===== src/sfpm_pkg.sv =====
package sfpm_pkg;

   // =====================================================
   // Modes and states
   typedef enum logic {
      SFPM_MODE0,
      SFPM_MODE3
   } sfpm_mode_t;

   typedef enum logic [1:0] {
      SFPM_ST_POR,
      SFPM_ST_STANDBY,
      SFPM_ST_ACTIVE
   } sfpm_state_t;

   // =====================================================
   // Timing
   localparam int SFPM_CLK_PERIOD_PS = 5000;
   localparam int SFPM_PUW_MS = 3;
   localparam longint SFPM_PUW_PS = longint'(SFPM_PUW_MS) * 64'h0000_0000_3B9A_CA00;
   localparam int SFPM_PUW_CYCLES = int'(SFPM_PUW_PS / SFPM_CLK_PERIOD_PS);
   localparam int SFPM_SYNC_STAGES = 2;
   localparam logic SFPM_RST_MODE = 1'b1;

   // =====================================================
   // Synchronised link pins
   typedef struct packed {
      logic sck;
      logic cs_n;
      logic si;
   } sfpm_pins_t;

   // Idle pin levels: clock high, select high, data low
   localparam sfpm_pins_t SFPM_PINS_IDLE = '{sck: 1'b1, cs_n: 1'b1, si: 1'b0};

   // Transaction status
   typedef struct packed {
      logic in_frame;
      logic mode3;
      logic pe_allowed;
   } sfpm_status_t;

endpackage


===== src/sfpm_sync.sv =====
`timescale 1ns/1ps
module sfpm_sync #(
   parameter int WIDTH = 1
) (
   input wire logic i_clk,
   input wire logic i_sys_rst,
   input wire logic [WIDTH-1:0] i_async,
   input wire logic [WIDTH-1:0] i_rst_val,
   output logic [WIDTH-1:0] o_sync
);

   // =====================================================
   // Two-stage synchroniser
   logic [WIDTH-1:0] meta_reg;

   always_ff @(posedge i_clk) begin
      meta_reg <= i_async;
   end

   // Reset value comes from a constant port so pins read idle at release
   always_ff @(posedge i_clk) begin
      if (i_sys_rst) begin
         o_sync <= i_rst_val;
      end else begin
         o_sync <= meta_reg;
      end
   end

endmodule


===== src/sfpm_top.sv =====
`timescale 1ns/1ps
// Overview of operation
// - Default to mode 3 after reset
// - Data output undriven after reset release
// - Instructions start only on select fall
// - Select fall samples idle clock, picks mode
// - Power-on reset ignores all commands
// - After power-up sit in standby
// - First program/erase waits startup delay
// - Shift out on fall, capture on rise
module sfpm_top #(
   parameter int PUW_CYCLES = sfpm_pkg::SFPM_PUW_CYCLES
) (
   input wire logic i_clk,
   input wire logic i_sys_rst,
   input wire logic i_por,
   input wire logic i_sck,
   input wire logic i_cs_n,
   input wire logic i_si,
   input wire logic i_so_data,
   input wire logic i_so_req,
   input wire logic i_pe_req,
   output logic o_so,
   output logic o_so_oe_n,
   output logic o_mode3,
   output logic o_in_frame,
   output logic o_frame_start,
   output logic o_rx_valid,
   output logic o_rx_bit,
   output logic o_so_shift,
   output logic o_standby,
   output logic o_pe_allowed,
   output logic o_pe_start
);

   // =====================================================
   // Pin synchronisation
   sfpm_pkg::sfpm_pins_t pins_sync;
   sfpm_pkg::sfpm_pins_t pins_prev_reg;
   sfpm_pkg::sfpm_state_t state_reg;
   sfpm_pkg::sfpm_status_t stat;
   logic mode3_reg;
   logic pe_ok_reg;
   logic [31:0] puw_cnt_reg;
   logic so_reg;
   logic so_oe_n_reg;
   logic rx_valid_reg;
   logic rx_bit_reg;
   logic so_shift_reg;
   logic frame_start_reg;
   logic pe_pending_reg;
   logic pe_start_reg;
   logic cs_fall;
   logic cs_rise;
   logic sck_rise;
   logic sck_fall;
   logic live;

   sfpm_sync #(
      .WIDTH(3)
   ) u_sync (
      .i_clk(i_clk),
      .i_sys_rst(i_sys_rst),
      .i_async({i_sck, i_cs_n, i_si}),
      .i_rst_val(sfpm_pkg::SFPM_PINS_IDLE),
      .o_sync(pins_sync)
   );

   always_ff @(posedge i_clk) begin
      if (i_sys_rst) begin
         pins_prev_reg <= sfpm_pkg::SFPM_PINS_IDLE;
      end else begin
         pins_prev_reg <= pins_sync;
      end
   end

   assign live = !i_por;
   assign cs_fall = live && pins_prev_reg.cs_n && !pins_sync.cs_n;
   assign cs_rise = !pins_prev_reg.cs_n && pins_sync.cs_n;
   assign sck_rise = !pins_prev_reg.sck && pins_sync.sck;
   assign sck_fall = pins_prev_reg.sck && !pins_sync.sck;

   // =====================================================
   // Power state
   always_ff @(posedge i_clk) begin
      if (i_sys_rst || i_por) begin
         state_reg <= sfpm_pkg::SFPM_ST_POR;
      end else begin
         case (state_reg)
            sfpm_pkg::SFPM_ST_POR: begin
               state_reg <= sfpm_pkg::SFPM_ST_STANDBY;
            end
            sfpm_pkg::SFPM_ST_STANDBY: begin
               if (cs_fall) begin
                  state_reg <= sfpm_pkg::SFPM_ST_ACTIVE;
               end
            end
            sfpm_pkg::SFPM_ST_ACTIVE: begin
               if (cs_rise) begin
                  state_reg <= sfpm_pkg::SFPM_ST_STANDBY;
               end
            end
            default: begin
               state_reg <= sfpm_pkg::SFPM_ST_POR;
            end
         endcase
      end
   end

   // =====================================================
   // Mode select
   always_ff @(posedge i_clk) begin
      if (i_sys_rst || i_por) begin
         mode3_reg <= sfpm_pkg::SFPM_RST_MODE;
      end else if (state_reg == sfpm_pkg::SFPM_ST_STANDBY && cs_fall) begin
         // Previous sample avoids a clock edge racing the select edge
         mode3_reg <= pins_prev_reg.sck;
      end
   end

   // =====================================================
   // Bit-level data path
   always_ff @(posedge i_clk) begin
      if (i_sys_rst || i_por) begin
         rx_valid_reg <= 1'b0;
         rx_bit_reg <= 1'b0;
         so_shift_reg <= 1'b0;
         frame_start_reg <= 1'b0;
      end else begin
         frame_start_reg <= state_reg == sfpm_pkg::SFPM_ST_STANDBY && cs_fall;
         rx_valid_reg <= state_reg == sfpm_pkg::SFPM_ST_ACTIVE && !cs_rise && sck_rise;
         so_shift_reg <= state_reg == sfpm_pkg::SFPM_ST_ACTIVE && !cs_rise && sck_fall;
         if (state_reg == sfpm_pkg::SFPM_ST_ACTIVE && sck_rise) begin
            rx_bit_reg <= pins_sync.si;
         end
      end
   end

   always_ff @(posedge i_clk) begin
      if (i_sys_rst || i_por) begin
         so_reg <= 1'b0;
         so_oe_n_reg <= 1'b1;
      end else if (state_reg != sfpm_pkg::SFPM_ST_ACTIVE || cs_rise) begin
         so_oe_n_reg <= 1'b1;
      end else if (sck_fall && i_so_req) begin
         so_reg <= i_so_data;
         so_oe_n_reg <= 1'b0;
      end else if (!i_so_req) begin
         so_oe_n_reg <= 1'b1;
      end
   end

   // =====================================================
   // Program/erase startup gate
   always_ff @(posedge i_clk) begin
      if (i_sys_rst || i_por) begin
         puw_cnt_reg <= 32'h0000_0000;
         pe_ok_reg <= 1'b0;
      end else if (!pe_ok_reg) begin
         if (puw_cnt_reg >= 32'(PUW_CYCLES - 1)) begin
            pe_ok_reg <= 1'b1;
         end else begin
            puw_cnt_reg <= puw_cnt_reg + 32'h0000_0001;
         end
      end
   end

   // Early requests are held, not dropped
   always_ff @(posedge i_clk) begin
      if (i_sys_rst || i_por) begin
         pe_pending_reg <= 1'b0;
         pe_start_reg <= 1'b0;
      end else begin
         pe_start_reg <= 1'b0;
         if ((i_pe_req || pe_pending_reg) && pe_ok_reg) begin
            pe_pending_reg <= 1'b0;
            pe_start_reg <= 1'b1;
         end else if (i_pe_req) begin
            pe_pending_reg <= 1'b1;
         end
      end
   end

   assign stat = '{in_frame: state_reg == sfpm_pkg::SFPM_ST_ACTIVE, mode3: mode3_reg, pe_allowed: pe_ok_reg};
   assign o_mode3 = stat.mode3;
   assign o_in_frame = stat.in_frame;
   assign o_pe_allowed = stat.pe_allowed;
   assign o_standby = state_reg == sfpm_pkg::SFPM_ST_STANDBY;
   assign o_so = so_reg;
   assign o_so_oe_n = so_oe_n_reg;
   assign o_rx_valid = rx_valid_reg;
   assign o_rx_bit = rx_bit_reg;
   assign o_so_shift = so_shift_reg;
   assign o_frame_start = frame_start_reg;
   assign o_pe_start = pe_start_reg;

   // =====================================================
   // Checks
   mode_reset_a: assert property (@(posedge i_clk) $fell(i_sys_rst) |-> o_mode3)
      else $error("mode not 3 after reset");
   so_hiz_a: assert property (@(posedge i_clk) (i_sys_rst || i_por) |=> o_so_oe_n)
      else $error("output driven after reset");
   start_on_fall_a: assert property (@(posedge i_clk) disable iff (i_sys_rst)
      $rose(o_in_frame) |-> $past(cs_fall))
      else $error("frame without select fall");
   mode_pick_a: assert property (@(posedge i_clk) disable iff (i_sys_rst || i_por)
      (o_standby && cs_fall) |=> o_mode3 == $past(pins_prev_reg.sck))
      else $error("wrong mode picked");
   por_ignore_a: assert property (@(posedge i_clk) i_por |=> !o_in_frame && !o_rx_valid)
      else $error("activity during power-on reset");
   standby_entry_a: assert property (@(posedge i_clk) disable iff (i_sys_rst)
      $fell(i_por) |-> ##1 o_standby)
      else $error("no standby after power-up");
   pe_gate_a: assert property (@(posedge i_clk) disable iff (i_sys_rst)
      o_pe_start |-> $past(pe_ok_reg))
      else $error("program/erase started too early");
   shift_edge_a: assert property (@(posedge i_clk) disable iff (i_sys_rst || i_por)
      $fell(o_so_oe_n) |-> $past(sck_fall))
      else $error("output not on falling edge");
   mode_hold_a: assert property (@(posedge i_clk) disable iff (i_sys_rst || i_por)
      (o_in_frame && !cs_rise) |=> $stable(o_mode3))
      else $error("mode changed inside frame");

endmodule


===== config.mk =====
export PLATFORM = sky130hd
export DESIGN_NAME = sfpm_top
export DESIGN_NICKNAME = d
export VERILOG_FILES = /design/src/sfpm_pkg.sv /design/src/sfpm_sync.sv /design/src/sfpm_top.sv
export SDC_FILE = /design/constraint.sdc
export NUM_CORES = 1
export LEC_CHECK = 0
export BUFFER_PORTS_ARGS = -buffer_cell sky130_fd_sc_hd__clkbuf_2
export CAP_MARGIN = 25
export CORE_ASPECT_RATIO = 1.5
export CORE_MARGIN = 2
export CORE_UTILIZATION = 50
export CTS_BUF_LIST = sky130_fd_sc_hd__clkbuf_4
export DETAILED_ROUTE_END_ITERATION = 12
export PLACE_DENSITY = 0.74
export SETUP_SLACK_MARGIN = 0.5
export SYNTH_ARGS = -nofsm -noshare
export SYNTH_HDL_FRONTEND = slang
export SYNTH_SLANG_ARGS = --single-unit

===== constraint.sdc =====
create_clock -name i_clk -period 2.5 [get_ports i_clk]
set_input_delay 0.5 -clock i_clk [delete_from_list [all_inputs] [get_ports i_clk]]
set_output_delay 0.5 -clock i_clk [all_outputs]
set_load 0.005 [all_outputs]

* Word level (Yosys, flattened, before mapping) *
Cells that the tools add are included.
Widths: inputs -> output; s select.

operators by class
  add/subtract/negate cells = 1
  multiply operators = 0
  divide/modulo/power cells = 0
  $lt $le $gt $ge = 1
  equality and inequality tests = 6
  shifts and indexed selects = 0
  multiplexer cells = 8
  bitwise logic cells = 3
  reduce and logical (&&, ||, !) cells = 27

operators by type and width
  kind                   count
  $add 32x1->32 const B  1
  $ge 32x20->1 const B   1
  $logic_and 1x1->1      12
  $logic_not 1->1        6
  $ne 2x1->1 const B     3
  $pmux 2 s3             1
  $reduce_and 2->1       3
  $mux 1                 5
  $mux 2                 2
  $reduce_or 2->1        2
  $logic_or 1x1->1       3
  $not 1->1              3
  $eq 2x1->1 const B     1
  $eq 2x2->1 const B     1
  $logic_not 2->1        1
  $ne 2x2->1 const B     1

storage, ports and cells
  register bits after elaboration = 52
  latch bits = 0
  RAM bits = 0
  bits in read-only memories = 0
  bits of input ports = 9
  output and inout port bits = 11
  word-level logic and storage cells = 62
  memories = 0

* Depth between registers and ports, before layout *
  depth after elaboration = 5
  mapped depth = 8
  mapped depth without buffers = 6

* Cells and area by module *
From an unflattened synthesis, not the netlist that was laid out.

second synthesis, totals
  cells, all modules = 235
  area, all modules = 2,104.5 µm²

modules (own cells, without submodules)
  module     instances  cells an instance  area each (µm²)  seq. area each (µm²)
  sfpm_top   1          226                1,950.6          920.9
  sfpm_sync  1          9                  153.9            120.1

* Worst setup path after synthesis *
Ideal clock, no wire load.

  path kind = register to register
  start point = reg puw_cnt_reg[0]
  end point = reg puw_cnt_reg[14]
  setup time = 70 ps
  data arrival time = 1,789 ps
  data required time = 2,430 ps
  slack = 641 ps
  stages on the path, launching flop included = 8
  path buffers = 1
  period minus slack after synthesis = 1,859 ps
  cell sequence = dfxtp_1 ha_1 and2_1 a21oi_1 nor2_1 buf_2 or4_1 a21oi_1

on the way
  longest elaborated chain between the ends = 3
  elaborated cells between the ends (all ways) = 4
  classes of those cells = add/sub (1); order compare (1); bitwise (1); reduce/logical (1)

RTL lines
  what                        RTL line         text
  from (decl)                 sfpm_top.sv:44   logic [31:0] puw_cnt_reg;
  from (signal assigned)      sfpm_top.sv:163  puw_cnt_reg <= puw_cnt_reg + 32'h0000_0001;
  $ge 32x20->1                sfpm_top.sv:160  if (puw_cnt_reg >= 32'(PUW_CYCLES - 1)) begin
  $not 1->1 (no line)         n/a
  $reduce_and 2->1 (no line)  n/a

Several ways; a longest one is shown, not always the timed one.
A chain may end at the register's enable or synchronous reset.

* Final worst setup path *
  start point = reg puw_cnt_reg[24]
  end point = reg puw_cnt_reg[13]

on the way
  longest elaborated chain between the ends = 3

RTL lines
  what                        RTL line
  $ge 32x20->1                sfpm_top.sv:160
  $not 1->1 (no line)         n/a
  $reduce_and 2->1 (no line)  n/a

No other way between the ends.

==> flow_summary.json <==
{
  "ir_worst_vdd_v": 0.000377,
  "drc": 0,
  "initial_core_util": 0.523,
  "largest_reg_flops": 32,
  "synth_edf_count": 0,
  "synth_compound_area_frac": 0.123,
  "worst_slack_ns": 0.515,
  "place_ws_ns": 0.429,
  "final_common_cell": "dfxtp_1",
  "yosys.area_share.simple": 0.310,
  "totalWireLength_mm": 4.04,
  "cts.clk_slew.worst_paths_ns": 0.16,
  "finalSetupViolCount": 0,
  "rsz0062_at_grt": "yes",
  "cts.sinks": 52,
  "switchingPower_w": 0.000305,
  "drtAntennaViolNets": 0,
  "grt_overflow_total": 0,
  "power_density_mw_per_mm2": 540,
  "numCtsBuffers": 5,
  "p_sw_frac": 0.239,
  "cp-end-kind": "flop",
  "regArea_mm2": 0.00104,
  "period_needed_ns": 1.98,
  "path_class": "reg2reg",
  "pwr-share-seq": 0.662,
  "antenna_cells": 0,
  "maxCapViolCount": 0,
  "synthAdderAreaFrac": 0.00600,
  "synthCells": 228,
  "cp.required_ns": 2.79,
  "wire_per_inst_um": 13.6,
  "p_leak_nw": 0.947,
  "cts-root-buf": "clkbuf_4",
  "p_int_w": 0.000972,
  "p_total_w": 0.00128,
  "mostFrequentLayoutCells": "49 x dfxtp_1, 19 x clkbuf_2, 17 x nand2_1",
  "synth_top_family_by_area": "simple AND/OR/NAND/NOR gates",
  "firstDrtPassIters": 4,
  "synthArstFlopShare": 0,
  "drv_slew": 0,
  "synth-xor-area-share": 0,
  "avgViaCountPerCell": 5.68,
  "nFillCells": 371,
  "grt_pass1_vias": 1605,
  "antenna_found_initial": 0,
  "slew-limit-headroom": 0.798,
  "gp_congestion": 0.783,
  "numPortBuffers": 19,
  "hold_buffers": 0,
  "multi_input_area_mm2": 0.00103,
  "fmax_ghz": 0.504,
  "syn_area_per_cell_um2": 9.15,
  "clkPwrFrac": 0.305,
  "yosys_warnings": 0,
  "skew_ns": 0.0184,
  "io_pins": 20,
  "fp-row-count": 28,
  "setup-tns-final_ns": 0,
  "die-width_um": 56.8,
  "cts_buffer_depth": 2,
  "period_share": 0.794,
  "core_mm2": 0.00399,
  "nets": 262,
  "outcome": "completed",
  "hold_slack_ns": 0.210,
  "synth_seq_cells": 52,
  "syn_nets": 238,
  "drive_gt1_frac": 0.206,
  "grt_use_total": 0.186,
  "die_area_mm2": 0.00472,
  "htreeDepth": 2,
  "tightest_slew_ns": 0.300,
  "via_count": 1693,
  "combPwrFrac": 0.033,
  "hp-class": "in2reg",
  "die_y_um": 83.1,
  "areaGrowthSynthToFinish_pct": 13.3,
  "critPathArrivalTime_ns": 2.28,
  "clk_latency_ns": 0.38,
  "ys_types": 37,
  "synthMuxAreaShare": 0.0336,
  "grt_max_degree": 28,
  "hold_violations": 0,
  "synth-main-ff-cell": "dfxtp_1",
  "grt_pass1_wl_mm": 7.10,
  "synth_area_mm2": 0.00209,
  "dp_hpwl_mm": 2.84,
  "seq_area_frac_synth": 0.499,
  "drt-initial-drc-count": 42,
  "cts_tree": "yes",
  "cp-start-kind": "flop",
  "worstPathMaxFanout": 27
}
-- cell usage after synthesis, types with 5 or more instances --
master,n,area [um2]
and2_1,15,93.8
nand3_1,8,40.0
o21ai_0,9,45.0
o31ai_1,7,52.6
nand2_1,17,63.8
inv_1,5,18.8
or2_2,6,37.5
nand4_1,9,56.3
dfxtp_1,52,1040
nor2_1,16,60.1
mux2i_1,7,70.1
nor4_1,5,31.3
or4_1,8,60.1
or3_1,8,50.1
a21oi_1,16,80.1
clkbuf_1,7,26.3
-- cell families (layout without fill, tap and decap cells) --
kind of cell               after synthesis  count (layout)
and+or+nand+nor                        111             111
AOI/OAI and AO/OA                       42              42
muxes                                    7               7
adders and majority gates                1               1
buffers and inverters                   15              40
DFF                                     52              52
-- power by group through the flow --
| stage | Sequential [W] | Clock (W) | Combinational (W) |
|---|---|---|---|
| 6_report | 0.000845 | 0.000390 | 0.0000426 |
| 5_1_grt | 0.000847 | 0.000430 | 0.0000491 |
| 4_1_cts | 0.000845 | 0.000402 | 0.0000435 |
| 3_5_place_dp | 0.000863 | 0 | 0.0000433 |
| 3_3_place_gp | 0.000862 | 0 | 0.0000424 |
| 2_1_floorplan | 0.000861 | 0 | 0.0000263 |
-- metrics by stage --
step / cells / instance area, um2 / util
floorplan: 228 / 2090 / -
global placement: 289 / 2250 / 0.563
detailed placement: 289 / 2250 / 0.563
CTS: 297 / 2330 / 0.583
global route: 298 / 2360 / 0.592
finish: 298 / 2360 / 0.592
-- layout make-up --
cell class | instances | share of cell area
clock buffers | 5 | 0.0159
flip-flops and latches | 52 | 0.442
multi-input cells | 161 | 0.434
clock inverters | 3 | 0.00952
inverters | 5 | 0.00794
well taps | 45 | 0.0238
repair buffers | 27 | 0.0672
-- path summary, 6_finish.rpt --
| check | from | to | slack, ns | depth (start not counted) |
|---|---|---|---|---|
| max | puw_cnt_reg[24]$_SDFFE_PP0P_ | puw_cnt_reg[13]$_SDFFE_PP0P_ | 0.52 | 6 |
| min | i_cs_n | u_sync.meta_reg[1]$_DFF_P_ | 0.21 | 1 |
| max reg2reg | puw_cnt_reg[24]$_SDFFE_PP0P_ | puw_cnt_reg[13]$_SDFFE_PP0P_ | 0.52 | 6 |
| min reg2reg | u_sync.meta_reg[2]$_DFF_P_ | u_sync.o_sync[2]$_SDFF_PP1_ | 0.43 | 1 |
-- critical path, cell delays in order (launching register included) --
cell and delay [ns]:
dfxtp_2 0.37, nor4_4 0.26, nand4_1 0.14, a211o_1 0.26
buf_6 0.17, or4b_4 0.56, mux2i_1 0.13
-- routing by layer --
metal,wire (um),up-vias,global-route usage
li1,-,883,-
met1,1720,785,0.211
met2,2170,19,0.337
met3,97,6,0.0327
met4,54,0,0.0698
met5,0,-,0
-- what timing repair did --
item	4_1_cts	5_1_grt
setup endpoints to repair	8	11
gates resized for setup	4	7
pin swaps	1	4
setup buffers	0	1
No activity file was read; power rests on OpenSTA's default activity.
